--- config.mk ---
export PLATFORM = sky130hd
export DESIGN_NAME = converter_register_bank_flat
export DESIGN_NICKNAME = d
export VERILOG_FILES = /design/src/rtl/converter_pkg.sv /design/src/rtl/serial_link_if.sv /design/src/rtl/converter_register_bank.sv /design/src/flat_wrapper.sv
export VERILOG_INCLUDE_DIRS = /design/src /design/src/rtl
export SDC_FILE = /design/constraint.sdc
export NUM_CORES = 1
export LEC_CHECK = 0
export BUFFER_PORTS_ARGS = -buffer_cell sky130_fd_sc_hd__buf_2
export CAP_MARGIN = 20
export CORE_MARGIN = 2
export CORE_UTILIZATION = 50
export DETAILED_ROUTE_END_ITERATION = 10
export GPL_ROUTABILITY_DRIVEN = 0
export PLACE_DENSITY_LB_ADDON = 0.12
export SLEW_MARGIN = 0
export SYNTH_ARGS = -nofsm -noshare
export SYNTH_HDL_FRONTEND = slang
export SYNTH_SLANG_ARGS = --single-unit
--- constraint.sdc ---
create_clock -name core_clk -period 4.4 [get_ports core_clk]
set_clock_uncertainty 0.15 [all_clocks]
set_input_delay 0.44 -clock core_clk [delete_from_list [all_inputs] [get_ports core_clk]]
set_output_delay 0.44 -clock core_clk [all_outputs]
set_load 0.01 [all_outputs]
--- src/rtl/converter_defines.svh ---
// Constants shared by the register bank, its serial host and their link.
`ifndef CONVERTER_DEFINES_SVH
`define CONVERTER_DEFINES_SVH

// Serial frame layout.
`define FRAME_BITS 5'd24
`define CMD_BITS 5'd8
`define CMD_RW_POS 7
`define CMD_ADDR_HI 4
`define CMD_ADDR_LO 1
`define CMD_RSVD_PATTERN 2'b10
`define CMD_DONT_CARE 1'b0
`define DATA_MSB 15

// Register addresses.
`define ADDR_CONFIG 4'h0
`define ADDR_I_OFFSET 4'h2
`define ADDR_I_RANGE 4'h3
`define ADDR_TRIM_ADJUST 4'h4
`define ADDR_TRIM_VALUES 4'h5
`define ADDR_INTERLEAVE_TIMING 4'h7
`define ADDR_Q_OFFSET 4'ha
`define ADDR_Q_RANGE 4'hb
`define ADDR_DELAY_COARSE 4'hc
`define ADDR_DELAY_FINE 4'hd
`define ADDR_MULTI_CHIP_SYNC 4'he

// Default values.
`define CONFIG_DEFAULT 16'h2000
`define OTHER_DEFAULT 16'h0000
`define RSVD_READ 16'h0000

// Main configuration field positions.
`define CFG_CAL 15
`define CFG_STROBE_PHASE 14
`define CFG_SWING 13
`define CFG_PATTERN 12
`define CFG_I_SLEEP 11
`define CFG_Q_SLEEP 10
`define CFG_RSVD9 9
`define CFG_TRIM 8
`define CFG_INTERLEAVE 7
`define CFG_INPUT_PICK 6
`define CFG_INPUT_TIE 5

// Host APB register offsets and fields.
`define HOST_CMD_OFF 8'h00
`define HOST_STATUS_OFF 8'h04
`define HOST_RDATA_OFF 8'h08
`define HOST_CTRL_OFF 8'h0c
`define HOST_CMD_READ_POS 8
`define HOST_CTRL_LEAVE_EXT 0
`define HOST_CTRL_CAL_PIN 1

// Serial clock half period in core clocks.
`define SCLK_HALF_DEFAULT 4
`define SCLK_HALF_MIN 3
`define SCLK_HALF_MAX 256

`endif

--- src/rtl/converter_pkg.sv ---
// Types shared by the register bank and its serial host.
package converter_pkg;
    typedef logic [15:0] reg_word_t;
    typedef logic [23:0] frame_word_t;
    typedef enum logic [3:0] {
        HOST_IDLE = 4'b0001,
        HOST_LOW = 4'b0010,
        HOST_HIGH = 4'b0100,
        HOST_GAP = 4'b1000
    } host_state_e;
endpackage

--- src/rtl/serial_link_if.sv ---
// Serial register link and mode pins between host and register bank.
`timescale 1ns/1ns
interface serial_link_if;
    logic sclk;
    logic scs_n;
    logic sdi;
    logic sdo;
    logic sdo_oe;
    logic extended_pin_n;
    logic cal_pin;
    modport dev (
        input sclk,
        input scs_n,
        input sdi,
        output sdo,
        output sdo_oe,
        input extended_pin_n,
        input cal_pin
    );
    modport host (
        output sclk,
        output scs_n,
        output sdi,
        input sdo,
        input sdo_oe,
        output extended_pin_n,
        output cal_pin
    );
endinterface

--- src/rtl/converter_register_bank.sv ---
// Control register bank of the dual-channel converter, served over the serial link.
//
// Function
// - Outside extended mode registers hold defaults.
// - In extended mode eleven registers are read/write.
// - Four-bit address map with reserved locations.
// - Calibration bit never self-clears after calibration.
// - Calibration request is bit OR pin.
// - Bit 14 picks strobe-to-data phase.
// - Bit 13 picks output swing level.
// - Bit 12 outputs fixed pattern instead samples.
// - I channel sleeps on bit 11 or pin.
// - Q channel sleeps on bit 10 or pin.
// - Bit 8 trim, forced on in saver mode.
// - Bit 7 selects interleaved sampling.
// - Interleaved: bit 6 picks I or Q input.
// - Interleaved: bit 5 ties inputs together.
// - Host writes reserved bit 9 as default.
// - Mode pin high reloads all defaults.
// - One access is one 24-clock frame.
// - Command: read flag, 10b, address, don't-care.
// - Unimplemented address reads as zeros.
//
// The serial link port was chosen for this implementation.
`timescale 1ns/1ns
`include "converter_defines.svh"
module converter_register_bank (
    input wire logic core_clk,
    input wire logic arst_n,
    serial_link_if.dev link,
    input wire logic chan_i_sleep_pin,
    input wire logic chan_q_sleep_pin,
    input wire logic slow_rate_saver,
    output logic extended_control,
    output logic cal_request,
    output logic strobe_phase_select,
    output logic swing_high,
    output logic pattern_out_select,
    output logic chan_i_sleep,
    output logic chan_q_sleep,
    output logic slow_clock_trim,
    output logic interleave_on,
    output logic interleave_input_pick,
    output logic input_tie_select
);

    ////////////////////////////////////////////////////////////////////////////////
    // Address decode helpers.

    function automatic logic is_impl(input logic [3:0] addr);
        case (addr)
            `ADDR_CONFIG, `ADDR_I_OFFSET, `ADDR_I_RANGE, `ADDR_TRIM_ADJUST,
            `ADDR_TRIM_VALUES, `ADDR_INTERLEAVE_TIMING, `ADDR_Q_OFFSET,
            `ADDR_Q_RANGE, `ADDR_DELAY_COARSE, `ADDR_DELAY_FINE,
            `ADDR_MULTI_CHIP_SYNC: is_impl = 1'b1;
            default: is_impl = 1'b0;
        endcase
    endfunction

    function automatic converter_pkg::reg_word_t reg_default(input logic [3:0] addr);
        if (addr == `ADDR_CONFIG) begin
            reg_default = `CONFIG_DEFAULT;
        end else begin
            reg_default = `OTHER_DEFAULT;
        end
    endfunction

    ////////////////////////////////////////////////////////////////////////////////
    // Frame reception.

    converter_pkg::reg_word_t regs_q [16];
    converter_pkg::reg_word_t rdata_q;
    logic sclk_prev_q;
    logic [4:0] cnt_q;
    logic [23:0] shift_q;
    logic [7:0] cmd_q;
    logic sdo_q;
    logic sdo_oe_q;

    wire ecm_now = ~link.extended_pin_n;
    wire in_frame = ~link.scs_n;
    wire sclk_rise = link.sclk & ~sclk_prev_q;
    wire sclk_fall = ~link.sclk & sclk_prev_q;
    // Clocks beyond the 24th are ignored until chip select is toggled.
    wire take_bit = in_frame & sclk_rise & (cnt_q != `FRAME_BITS);
    wire [4:0] cnt_inc = cnt_q + 5'd1;
    wire [23:0] shift_next = {shift_q[22:0], link.sdi};
    wire cmd_done = take_bit & (cnt_q == (`CMD_BITS - 5'd1));
    wire frame_end = take_bit & (cnt_q == (`FRAME_BITS - 5'd1));
    wire is_read = cmd_q[`CMD_RW_POS];
    wire [3:0] cmd_addr = cmd_q[`CMD_ADDR_HI:`CMD_ADDR_LO];
    // A frame cut short by chip select never reaches frame_end, so nothing is written.
    wire wr_fire = frame_end & ~is_read & ecm_now & is_impl(cmd_addr);
    wire [15:0] wr_word = shift_next[15:0];
    wire [15:0] rd_value = is_impl(cmd_addr) ? regs_q[cmd_addr] : `RSVD_READ;
    wire drive_start = in_frame & sclk_fall & is_read & (cnt_q == `CMD_BITS);
    wire drive_next = in_frame & sclk_fall & is_read & sdo_oe_q & (cnt_q > `CMD_BITS) & (cnt_q != `FRAME_BITS);
    wire [4:0] out_idx = `FRAME_BITS - 5'd1 - cnt_q;

    always_ff @(posedge core_clk or negedge arst_n) begin
        if (!arst_n) begin
            sclk_prev_q <= 1'b0;
            cnt_q <= 5'd0;
            shift_q <= 24'h000000;
            cmd_q <= 8'h00;
        end else begin
            sclk_prev_q <= link.sclk;
            if (!in_frame) begin
                cnt_q <= 5'd0;
            end else if (take_bit) begin
                cnt_q <= cnt_inc;
                shift_q <= shift_next;
            end
            if (cmd_done) begin
                cmd_q <= shift_next[7:0];
            end
        end
    end

    ////////////////////////////////////////////////////////////////////////////////
    // Read data out; the word is frozen at the 8th falling edge so a concurrent
    // change cannot tear it. After D0 the line holds until chip select rises.

    always_ff @(posedge core_clk or negedge arst_n) begin
        if (!arst_n) begin
            rdata_q <= `RSVD_READ;
            sdo_q <= 1'b0;
            sdo_oe_q <= 1'b0;
        end else if (!in_frame) begin
            sdo_oe_q <= 1'b0;
        end else if (drive_start) begin
            rdata_q <= rd_value;
            sdo_q <= rd_value[`DATA_MSB];
            sdo_oe_q <= 1'b1;
        end else if (drive_next) begin
            sdo_q <= rdata_q[out_idx[3:0]];
        end
    end

    assign link.sdo = sdo_q;
    assign link.sdo_oe = sdo_oe_q;

    ////////////////////////////////////////////////////////////////////////////////
    // Register storage.

    always_ff @(posedge core_clk or negedge arst_n) begin
        if (!arst_n) begin
            for (int i = 0; i < 16; i++) begin
                regs_q[i] <= reg_default(4'(i));
            end
        end else if (!ecm_now) begin
            // Held at defaults for as long as the mode pin is high.
            for (int i = 0; i < 16; i++) begin
                regs_q[i] <= reg_default(4'(i));
            end
        end else if (wr_fire) begin
            // The calibration bit is kept as written; nothing clears it here.
            regs_q[cmd_addr] <= wr_word;
        end
    end

    ////////////////////////////////////////////////////////////////////////////////
    // Control outputs.

    wire [15:0] cfg = regs_q[`ADDR_CONFIG];
    wire cfg_interleave = cfg[`CFG_INTERLEAVE];
    wire extended_control_d = ecm_now;
    // A pin and its register bit are ORed, so either source alone can request the
    // function, and neither can cancel a request made by the other.
    wire cal_request_d = cfg[`CFG_CAL] | link.cal_pin;
    wire strobe_phase_d = cfg[`CFG_STROBE_PHASE];
    wire swing_high_d = cfg[`CFG_SWING];
    wire pattern_out_d = cfg[`CFG_PATTERN];
    wire chan_i_sleep_d = cfg[`CFG_I_SLEEP] | chan_i_sleep_pin;
    wire chan_q_sleep_d = cfg[`CFG_Q_SLEEP] | chan_q_sleep_pin;
    // The saver input forces the trim on, and the stored bit is then ignored.
    wire slow_clock_trim_d = slow_rate_saver | cfg[`CFG_TRIM];
    wire interleave_on_d = cfg_interleave;
    // Pick and tie only mean something when interleaved, so they are gated here,
    // while the stored bits still read back exactly as written.
    wire input_pick_d = cfg_interleave & cfg[`CFG_INPUT_PICK];
    wire input_tie_d = cfg_interleave & cfg[`CFG_INPUT_TIE];

    always_ff @(posedge core_clk or negedge arst_n) begin
        if (!arst_n) begin
            extended_control <= 1'b0;
            cal_request <= 1'b0;
            strobe_phase_select <= 1'b0;
            swing_high <= 1'b0;
            pattern_out_select <= 1'b0;
            chan_i_sleep <= 1'b0;
            chan_q_sleep <= 1'b0;
            slow_clock_trim <= 1'b0;
            interleave_on <= 1'b0;
            interleave_input_pick <= 1'b0;
            input_tie_select <= 1'b0;
        end else begin
            extended_control <= extended_control_d;
            cal_request <= cal_request_d;
            strobe_phase_select <= strobe_phase_d;
            swing_high <= swing_high_d;
            pattern_out_select <= pattern_out_d;
            chan_i_sleep <= chan_i_sleep_d;
            chan_q_sleep <= chan_q_sleep_d;
            slow_clock_trim <= slow_clock_trim_d;
            interleave_on <= interleave_on_d;
            interleave_input_pick <= input_pick_d;
            input_tie_select <= input_tie_d;
        end
    end

endmodule

--- src/flat_wrapper.sv ---
// flat-port wrapper written by rule: the top's interface ports become plain ports
module converter_register_bank_flat 
  (core_clk, arst_n, chan_i_sleep_pin, chan_q_sleep_pin, slow_rate_saver, extended_control, cal_request, strobe_phase_select, swing_high, pattern_out_select, chan_i_sleep, chan_q_sleep, slow_clock_trim, interleave_on, interleave_input_pick, input_tie_select, link_sclk, link_scs_n, link_sdi, link_sdo, link_sdo_oe, link_extended_pin_n, link_cal_pin);
  serial_link_if link_i ();
  input wire logic core_clk;
  input wire logic arst_n;
  input wire logic chan_i_sleep_pin;
  input wire logic chan_q_sleep_pin;
  input wire logic slow_rate_saver;
  output logic extended_control;
  output logic cal_request;
  output logic strobe_phase_select;
  output logic swing_high;
  output logic pattern_out_select;
  output logic chan_i_sleep;
  output logic chan_q_sleep;
  output logic slow_clock_trim;
  output logic interleave_on;
  output logic interleave_input_pick;
  output logic input_tie_select;
  input wire logic [$bits(link_i.sclk)-1:0] link_sclk;
  input wire logic [$bits(link_i.scs_n)-1:0] link_scs_n;
  input wire logic [$bits(link_i.sdi)-1:0] link_sdi;
  output wire logic [$bits(link_i.sdo)-1:0] link_sdo;
  output wire logic [$bits(link_i.sdo_oe)-1:0] link_sdo_oe;
  input wire logic [$bits(link_i.extended_pin_n)-1:0] link_extended_pin_n;
  input wire logic [$bits(link_i.cal_pin)-1:0] link_cal_pin;
  assign link_i.sclk = link_sclk;
  assign link_i.scs_n = link_scs_n;
  assign link_i.sdi = link_sdi;
  assign link_sdo = link_i.sdo;
  assign link_sdo_oe = link_i.sdo_oe;
  assign link_i.extended_pin_n = link_extended_pin_n;
  assign link_i.cal_pin = link_cal_pin;
  converter_register_bank u_core (.core_clk(core_clk), .arst_n(arst_n), .link(link_i), .chan_i_sleep_pin(chan_i_sleep_pin), .chan_q_sleep_pin(chan_q_sleep_pin), .slow_rate_saver(slow_rate_saver), .extended_control(extended_control), .cal_request(cal_request), .strobe_phase_select(strobe_phase_select), .swing_high(swing_high), .pattern_out_select(pattern_out_select), .chan_i_sleep(chan_i_sleep), .chan_q_sleep(chan_q_sleep), .slow_clock_trim(slow_clock_trim), .interleave_on(interleave_on), .interleave_input_pick(interleave_input_pick), .input_tie_select(input_tie_select));
endmodule
Word-level counts from Yosys, hierarchy flattened:

Memory sizes are Yosys's and may differ from the RTL's.
Cells that the tools add are included.

* register bits after elaboration: 314
* ROM bits: 32
* input bits: 10
* output and inout port bits: 13
* word-level logic and storage cells: 98
* memories kept: 2

* add/subtract/negate cells: 2
* $lt $le $gt $ge: 4
* eq/ne operators: 4
* multiplexer cells: 17
* bitwise logic cells: 27
* reduce and logical (&&, ||, !) cells: 8

Memory list
* (name not given): words 16, bits a word 1, rd ports 1, clocked after Yosys merged registers in 0, write ports 0, line converter_register_bank.sv:51 `case (addr)`
* (name not given): words 16, bits a word 1, rd ports 1, clocked after Yosys merged registers in 0, write ports 0, line converter_register_bank.sv:51

Operators with widths (count)
* $mux 256: 2
* $bwmux 256: 1
* $bmux 16 s4: 1
* $demux 16 s4: 1
* $mux 16: 4
* $and 1x1->1: 17
* $mux 5: 2
* $reduce_bool 2->1: 4
* $reduce_and 2->1: 3
* $add 5x1->5 const B: 1
* $eq 5x3->1 const B: 1
* $eq 5x4->1 const B: 1
* $eq 5x5->1 const B: 1
* $ge 5x5->1 const B: 1
* $gt 5x4->1 const B: 1
* $lt 4x5->1 const B: 1
* $lt 5x1->1 const B: 1
* $mux 1: 5
* $ne 5x5->1 const B: 1
* $not 1->1: 5
* $not 4->5: 1
* $bmux 1 s4: 1
* $or 1x1->1: 4
* $sub 3x4->4 const A: 1
* $logic_and 1x1->1: 1

Longest topological paths before layout:

Gate-level depths: netlist of run 1.

* depth in word-level cells: 10
* mapped depth: 10
* gate-level depth less buffers: 7

Least setup slack after synthesis of run 1:

No wires, ideal clock.

* path kind: input -> register
* start point: input port link_scs_n
* end point: register u_core.regs_q[70] (netlist name)
* library setup time: 0.132 ns
* data arrival time: 2.550 ns
* slack: 1.569 ns
* stages on the path: 8
* path buffers: 3
* cells stage by stage: buf_2 or3b_4 or4b_4 buf_6 nor4_4 buf_6 mux2i_1 nor2_1

* longest elaborated chain between the ends: 8

RTL lines
* start: declaration: line flat_wrapper.sv:22 `input wire logic [$bits(link_i.scs_n)-1:0] link_scs_n;`
* $not 1->1 (no source line)
* $and 1x1->1 (2 in series): line converter_register_bank.sv:85 `` wire take_bit = in_frame & sclk_rise & (cnt_q != `FRAME_BITS); ``
* $and 1x1->1: line converter_register_bank.sv:89 `` wire frame_end = take_bit & (cnt_q == (`FRAME_BITS - 5'd1)); ``
* $and 1x1->1 (3 in series): line converter_register_bank.sv:93 `wire wr_fire = frame_end & ~is_read & ecm_now & is_impl(cmd_addr);`
* $reduce_bool 2->1 (no source line)
* end signal: indexed assignment: line converter_register_bank.sv:149 `regs_q[i] <= reg_default(4'(i));`
* end signal: indexed assignment: line converter_register_bank.sv:154 `regs_q[i] <= reg_default(4'(i));`
* end signal: indexed assignment: line converter_register_bank.sv:158 `regs_q[cmd_addr] <= wr_word;`
* end: declaration: line converter_register_bank.sv:71 `converter_pkg::reg_word_t regs_q [16];`

No other way between the ends.
A chain may end at the register's enable or synchronous reset.

Final worst setup path of run 1:

* start point: register u_core.cmd_q[2]
* end point: register u_core.regs_q[216] (netlist name)

* longest elaborated chain between the ends: 8
* elaborated cells between the ends (all ways): 12
* those cells by class: order compare: 2; mux: 5; bitwise: 2; reduce/logical: 2; memory: 1

RTL lines
* start: declaration: line converter_register_bank.sv:76 `logic [7:0] cmd_q;`
* start signal: assignment: line converter_register_bank.sv:115 `cmd_q <= shift_next[7:0];`
* $not 4->5 (implied by the code): line converter_register_bank.sv:158
* $ge 5x5->1 (implied by the code) / $lt 5x1->1 (equally long branches): line converter_register_bank.sv:158
* $logic_and 1x1->1 (implied by the code): line converter_register_bank.sv:158
* $mux 16 (implied by the code): line converter_register_bank.sv:158
* $demux 16 s4: line converter_register_bank.sv:158
* $bwmux 256: line converter_register_bank.sv:158
* $mux 256: line converter_register_bank.sv:156 `end else if (wr_fire) begin`
* $mux 256: line converter_register_bank.sv:151 `end else if (!ecm_now) begin`

Parallel ways exist; a longest one is shown, timed or not. The select of a mux whose other input is x is not followed.

==> impl_results.md, run 1 <==
* Iter 0 DRT Violations at 1070
* Gate Count Post-Synth at ~1300
* Final period utilization at 0.7523
* CP Capture Type: flip-flop
* Vias in the first global route at 10490
* First-pass GRT wire length at between 60 and 70 mm
* Syn nets at 1297
* Worst relative slew slack at 0.3112
* Starting density of the core at 0.5040
* Die X at about 170 microns
* Yosys top cell area share at 0.5392
* Die area at 30150 sq um
* # clock sinks at between 300 and 400
* Commonest non-fill, non-tap cell in the layout: dfrtp_1
* Outcome: finished clean
* Crit path DAT at between 3 and 4 ns
* Tot GR Track Use at 0.2831
* Routed wire length at 41.48 mm
* Most frequent cells in the layout: dfrtp_1, a21oi_1, o21ai_0, nand3_1, nor2b_1
* Pwr Density at 392.5 nW/um^2
* FF-to-FF path depth at 6
* Seq cells post-synth at between 300 and 400
* Largest net degree at the start of global routing at 152
* Peak per-stage delay on the critical path at between 0.8 and 0.9 ns
* Post-route insts no fill at ~1700
* Unrepaired setup endpoints after global routing: no
* Post-synthesis average cell area at 11.20 sq um
* Post-DP Area at 14790 sq um
* Final min period at 3.310 ns
* Setup TNS at 0 ns
* Worst Max-Slew Pin Slew at ~1.0 ns
* Cell taking the most area after synthesis: dfrtp_1
* Post-route cell area at approximately 16000 sq um
* Primary FF master, synth: dfrtp_1
* FILL cells at 2500
* H-tree depth at 2
* # DRC at 0
* Tot Pwr at approximately 6.3 mW
* Chip height at 173.6 microns
* NumNets Final at around 1300
* GR Overflow Total at 0
* Area delta synth->final at 11.64%
* Final design utilization at 0.5626
* Crit path launch type: flip-flop
* Layout cells sized above 1 at 0.1847
* Seq/Total Area, Yosys at 0.5410
* Ports at 23
* Maximum VDD drop at 0.2615 mV
* Crit path required time at between 4 and 5 ns
* CP bufs+invs at 1
* Number of flops mapped to enable cells by yosys at 0
* Avg Vias per Cell at between 6 and 7
* CTS Root Cell: clkbuf_16
* Clock latency on the worst-skew pair at 0.52 ns
* Area contributors post-synth: dfrtp_1, mux4_2, a21oi_1
* HPWL Detailed at 22.56 mm
* Via Count at approximately 10000
* DRT antenna net count at 0
* LEAKAGE at between 6 and 7 nW
* R2R setup slack at ~1.1 ns
* Num CTS Buffers at 36
* Post-Synthesis Cell Area at roughly 14000 sq um
* Rows at 62
* Number of port buffers at 22
* Fin. Hold Viols at 0
* CTS tree: built
* Initial antenna violation count at 0
* CP delay by family, top: simple AND/OR/NAND/NOR gates
* Synth Warn # at 0
* Antenna diode instance count at 0
* Max Root-Sink Buffers at 3
* Max Cap Viol at 0
* Fmax at approximately 300 MHz
* Hold path depth at 2
* Crit path depth at 6
* CP cell instances: buf_4, nand4bb_1, o21ai_1, or4_4, o21ai_0, a21oi_1
* Critical path class: flip-flop to flip-flop
* Dpl cells at approximately 1600
* Clock slew at reported path FFs at around 0.060 ns
* Hold Crit Class: input pin to flip-flop
* FFs w/ async S/R, synth at 1.000
* Final Setup Violations at 0
* CP max stage cell: dfrtp_4
* Routed len/inst at around 25 microns
* Max-slew violation count at 0
* Netlist cell types at 46
* Crit path max fanout at 48
* DRT Pass-1 Iters at 5
* Core ar. at 28550 sq um
==> state kept, by name, indices dropped and copies added (netlist names) <==
register                      flops
u_core.pattern_out_select         1
u_core.sclk_prev_q                1
u_core.cfg                       16
u_core.rdata_q                   16
u_core.swing_high                 1
u_core.cnt_q                      5
u_core.interleave_on              1
u_core.link.sdo_oe                1
u_core.input_tie_select           1
u_core.link.sdo                   1
u_core.chan_i_sleep               1
u_core.extended_control           1
u_core.shift_q                   15
u_core.cal_request                1
u_core.slow_clock_trim            1
u_core.chan_q_sleep               1
u_core.strobe_phase_select        1
u_core.interleave_input_pick      1
u_core.cmd_q                      5
u_core.regs_q                   240
==> cell usage after synthesis (2+ instances only) <==
master	instances
and2_1	4
inv_1	20
xor2_1	2
a21oi_1	160
mux2i_1	23
a31oi_1	2
dfrtp_1	310
nor4_4	2
nor2_1	28
nand4bb_1	2
nand2_1	56
nor4_2	2
a21boi_0	2
clkbuf_1	98
mux2_2	20
nor2b_1	85
buf_6	6
mux4_2	81
or2_2	6
o21ai_0	149
and4_1	2
o21ai_1	13
nand4_1	7
buf_2	21
nand3_1	148
buf_1	12
ha_1	2
or3_1	2
nand2b_1	3
==> worst register-to-register path: cells and delay by family (launching register included) <==
family	cells	cell delay, ns
AOI/OAI and AO/OA	3	0.90
and+or+nand+nor	2	0.89
DFF	1	0.83
buffers and inverters	1	0.43
==> metal layers <==
layer	GRT usage	routed length (microns)	up-vias
met5	0	0	-
met3	0.04408	2581	101
met2	0.4383	19320	398
met4	0.1064	1489	0
met1	0.4088	18090	5375
li1	-	-	4533
==> worst paths after layout <==
check | start | endpoint
setup / recovery | u_core.cmd_q[2] | u_core.regs_q[216]
hold / removal | link_scs_n | u_core.cnt_q[4]
setup reg to reg | u_core.cmd_q[2] | u_core.regs_q[216]
hold reg to reg | u_core.cfg[13] | u_core.swing_high
max in group asynchronous | arst_n | u_core.cmd_q[1]
min in group asynchronous | arst_n | u_core.regs_q[123]
==> layout make-up <==
class,instances,area [sq um],share of cell area
Timing Repair Buffer,67,544.3,0.03389
Clock buffer,55,1074,0.06684
Sequential cell,311,7792,0.4852
Multi-Input combinational cell,816,5962,0.3712
Inverter,20,75.07,0.004674
Tap cell,384,480.5,0.02991
Clock inverter,9,133.9,0.008335
==> report_power, final <==
group          switching (mW)  total, mW  leakage, nW  internal, mW
logic                   0.118      0.180         1.64        0.0613
registers               0.174       3.07         4.31          2.90
clock network            1.19       3.05        0.589          1.86
total                    1.48       6.30         6.54          4.82
==> through the flow <==
step,hold WS (ns),worst slack (ns)
finish,0.04775,1.090
global placement,0.2569,1.211
floorplan,-0.005591,1.569
global route,0.05814,0.9318
detailed placement,0.2556,1.134
CTS,0.04172,1.120
==> cell families after synthesis <==
family          count (synthesis)  share of synthesized area
simple gates                  357                     0.1344
compound gates                330                     0.1162
flops                         311                     0.5410
buf+inv                       158                    0.04644
mux                           124                     0.1584
xor+xnor                        3                   0.001827
fa+ha+maj                       2                   0.001739
==> what timing repair did <==
action | in CTS | in global routing
endpoints found under the hold margin | 128 | 0
resized for setup | 0 | 0
hold buffers | 6 | 0
setup buffers | 0 | 0
Power figures use the tool's default switching activity.
==> inputs of run 2 (changes only) <==
clock period = 2.85 ns   (was 4.4 ns; I/O delays follow)
==> impl_results.md, run 2 (synthesized netlist as in run 1, its figures left out) <==
* Maximum VDD drop at 0.4445 mV (+70%)
* CTS Root Cell: clkbuf_16
* Worst Max-Slew Pin Slew at 0.8815 ns (-0.1518 ns)
* Hold Crit Class: input pin to flip-flop
* Tot GR Track Use at 0.2783 (-0.004821)
* Pwr Density at 593.1 nW/um^2 (+51%)
* First-pass GRT wire length at 64.83 mm (+0.14%)
* Internal power at 7.462 mW (+55%)
* Post-route insts no fill at 1690 (+1.7%)
* Crit path required time at 3.06 ns (-1.61 ns)
* Pre-CTS setup slack at 0.1752 ns (-0.9586 ns)
* Max reg flops at 240 (unchanged)
* Number of port buffers at 22 (unchanged)
* CTS tree: built
* Final WS setup at 0.1007 ns (-0.9892 ns)
* Peak per-stage delay on the critical path at 0.62 ns (-0.21 ns)
* Rows at 62 (unchanged)
* Final period utilization at 0.9647
* Starting density of the core at 0.5040 (unchanged)
* Routed wire length at 40.90 mm (-1.4%)
* GR Overflow Total at 0 (unchanged)
* Most frequent cells in the layout: dfrtp_1, a21oi_1, o21ai_0, nand3_1, nor2b_1
* CP Capture Type: flip-flop
* Tot Pwr at 9.707 mW (+54%)
* Via Count at 10410 (+0.019%)
* Core ar. at 28550 sq um (unchanged)
* CP cell instances: dlygate4sd3_1, buf_2, or3b_4, or4b_4, or4_4, buf_12, o21ai_0, a21oi_1
* Largest net degree at the start of global routing at 90 (-41%)
* Num CTS Buffers at 36 (unchanged)
* FILL cells at 2464 (-1.4%)
* # DRC at 0 (unchanged)
* Clock Power Share at 0.482 (-0.002)
* Max-slew violation count at 0 (unchanged)
* Crit path launch type: input pin
* Post-CTS setup buffers at 0 (unchanged)
* Crit path DAT at 2.96 ns (-0.62 ns)
* Final Setup Violations at 0 (unchanged)
* HPWL Detailed at 23.57 mm (+4.5%)
* DRT antenna net count at 0 (unchanged)
* Critical path class: input pin to flip-flop
* Area delta synth->final at 13.76%
* Sw frac at 0.2313 (-0.004027)
* CP max stage cell: or4b_4
* Dpl cells at 1619 (+1.7%)
* # clock sinks at 311 (unchanged)
* Post-DP Area at 15110 sq um (+2.1%)
* Clock slew at reported path FFs at 0.06 ns (about the same)
* Ports at 23 (unchanged)
* NumNets Final at 1292 (+2.2%)
* Iter 0 DRT Violations at 961 (-10%)
* Antenna diode instance count at 0 (unchanged)
* Final min period at ~2.7 ns
* Min Hold Slack at 0.02616 ns (-0.02159 ns)
* LEAKAGE at 6.702 nW (+2.5%)
* Crit path max fanout at 48 (unchanged)
* Routed len/inst at 24.20 microns (-3.0%)
* Vias in the first global route at 10760 (+2.6%)
* Post-route cell area at 16370 sq um (+1.9%)
* Chip height at 173.6 microns (unchanged)
* Commonest non-fill, non-tap cell in the layout: dfrtp_1
* H-tree depth at 2 (unchanged)
* Gates resized, CTS repair at 0 (unchanged)
* Setup TNS at 0 ns (unchanged)
* Clock latency on the worst-skew pair at 0.51 ns (about the same)
* Avg Vias per Cell at 6.159 (-1.6%)
* Seq pwr share at 0.487 (about the same)
* Worst relative slew slack at 0.4123 (+0.1012)
* NetSw at 2.245 mW (+51%)
* Outcome: finished clean
* Reg with most FFs: u_core.regs_q
* Fmax at 363.7 MHz
* Fin. Hold Viols at 0 (unchanged)
* Max Cap Viol at 0 (unchanged)
* Unrepaired setup endpoints after global routing: no
* Die X at 173.6 microns (unchanged)
* Final design utilization at 0.5733 (+0.01070)
* Power share of the combinational group at 0.031 (+0.003)
* Die area at 30150 sq um (unchanged)
* Max Root-Sink Buffers at 3 (unchanged)
* Initial antenna violation count at 0 (unchanged)
* DRT Pass-1 Iters at 5 (unchanged)
* Layout cells sized above 1 at 0.1983 (+0.01365)
## run 2: changes by cell type in the layout (fill, tap and decap cells not counted)
cell / change
buf_4: +18
buf_12: +9
clkbuf_1: +3
clkbuf_8: -3
clkinv_2: +3
inv_6: -3
and2_1: +1
and2_2: -1
bufinv_16: +1
clkinvlp_4: -1
dlygate4sd3_1: +1
## run 2: worst paths after layout
kind | cells after the start | endpoint | start | slack (ns)
max | 8 | u_core.regs_q[81] | link_scs_n | 0.10
min | 3 | u_core.regs_q[32] | link_sdi | 0.03
max reg2reg | 6 | u_core.regs_q[81] | u_core.cnt_q[3] | 0.16
min in group asynchronous | 2 | u_core.regs_q[107] | arst_n | 0.16
min reg2reg | 0 | u_core.swing_high | u_core.cfg[13] | 0.26
max in group asynchronous | 3 | u_core.cmd_q[1] | arst_n | 1.49
## run 2: power by group through the flow
stage	clock network [mW]	registers (mW)	logic, mW
3_5_place_dp	0	4.80	0.298
3_3_place_gp	0	4.80	0.294
2_1_floorplan	0	4.60	0.266
6_report	4.68	4.73	0.300
5_1_grt	4.93	4.74	0.332
4_1_cts	4.74	4.72	0.306
## run 2: repair_timing
action | 4_1_cts | 5_1_grt
endpoints found under the setup margin | 0 | 0
hold buffers | 7 | 0
endpoints found under the hold margin | 66 | 0
## run 2: per-layer routing
metal  part of all wire  GRT usage  vias up
met2               0.48     0.4405      344
li1                   -          -     4566
met4              0.034     0.1008        0
met3              0.055    0.04781       82
met5                  0          0        -
met1               0.44     0.3921     5417
## run 2: cell type report
class                   count  area (sq um)  share of cell area
clock buffers              55          1044             0.06376
clock inverters             9         145.1            0.008868
inverters                  20         75.07            0.004587
multi-input cells         816          5961              0.3642
flip-flops and latches    311          7792              0.4761
well taps                 384         480.5             0.02936
repair buffers             95         869.6             0.05313
## run 2: critical path: cells and delay by family
kind	cells	cell delay, ns
AOI/OAI and AO/OA	2	0.31
buffers and inverters	3	0.89
and+or+nand+nor	3	1.46
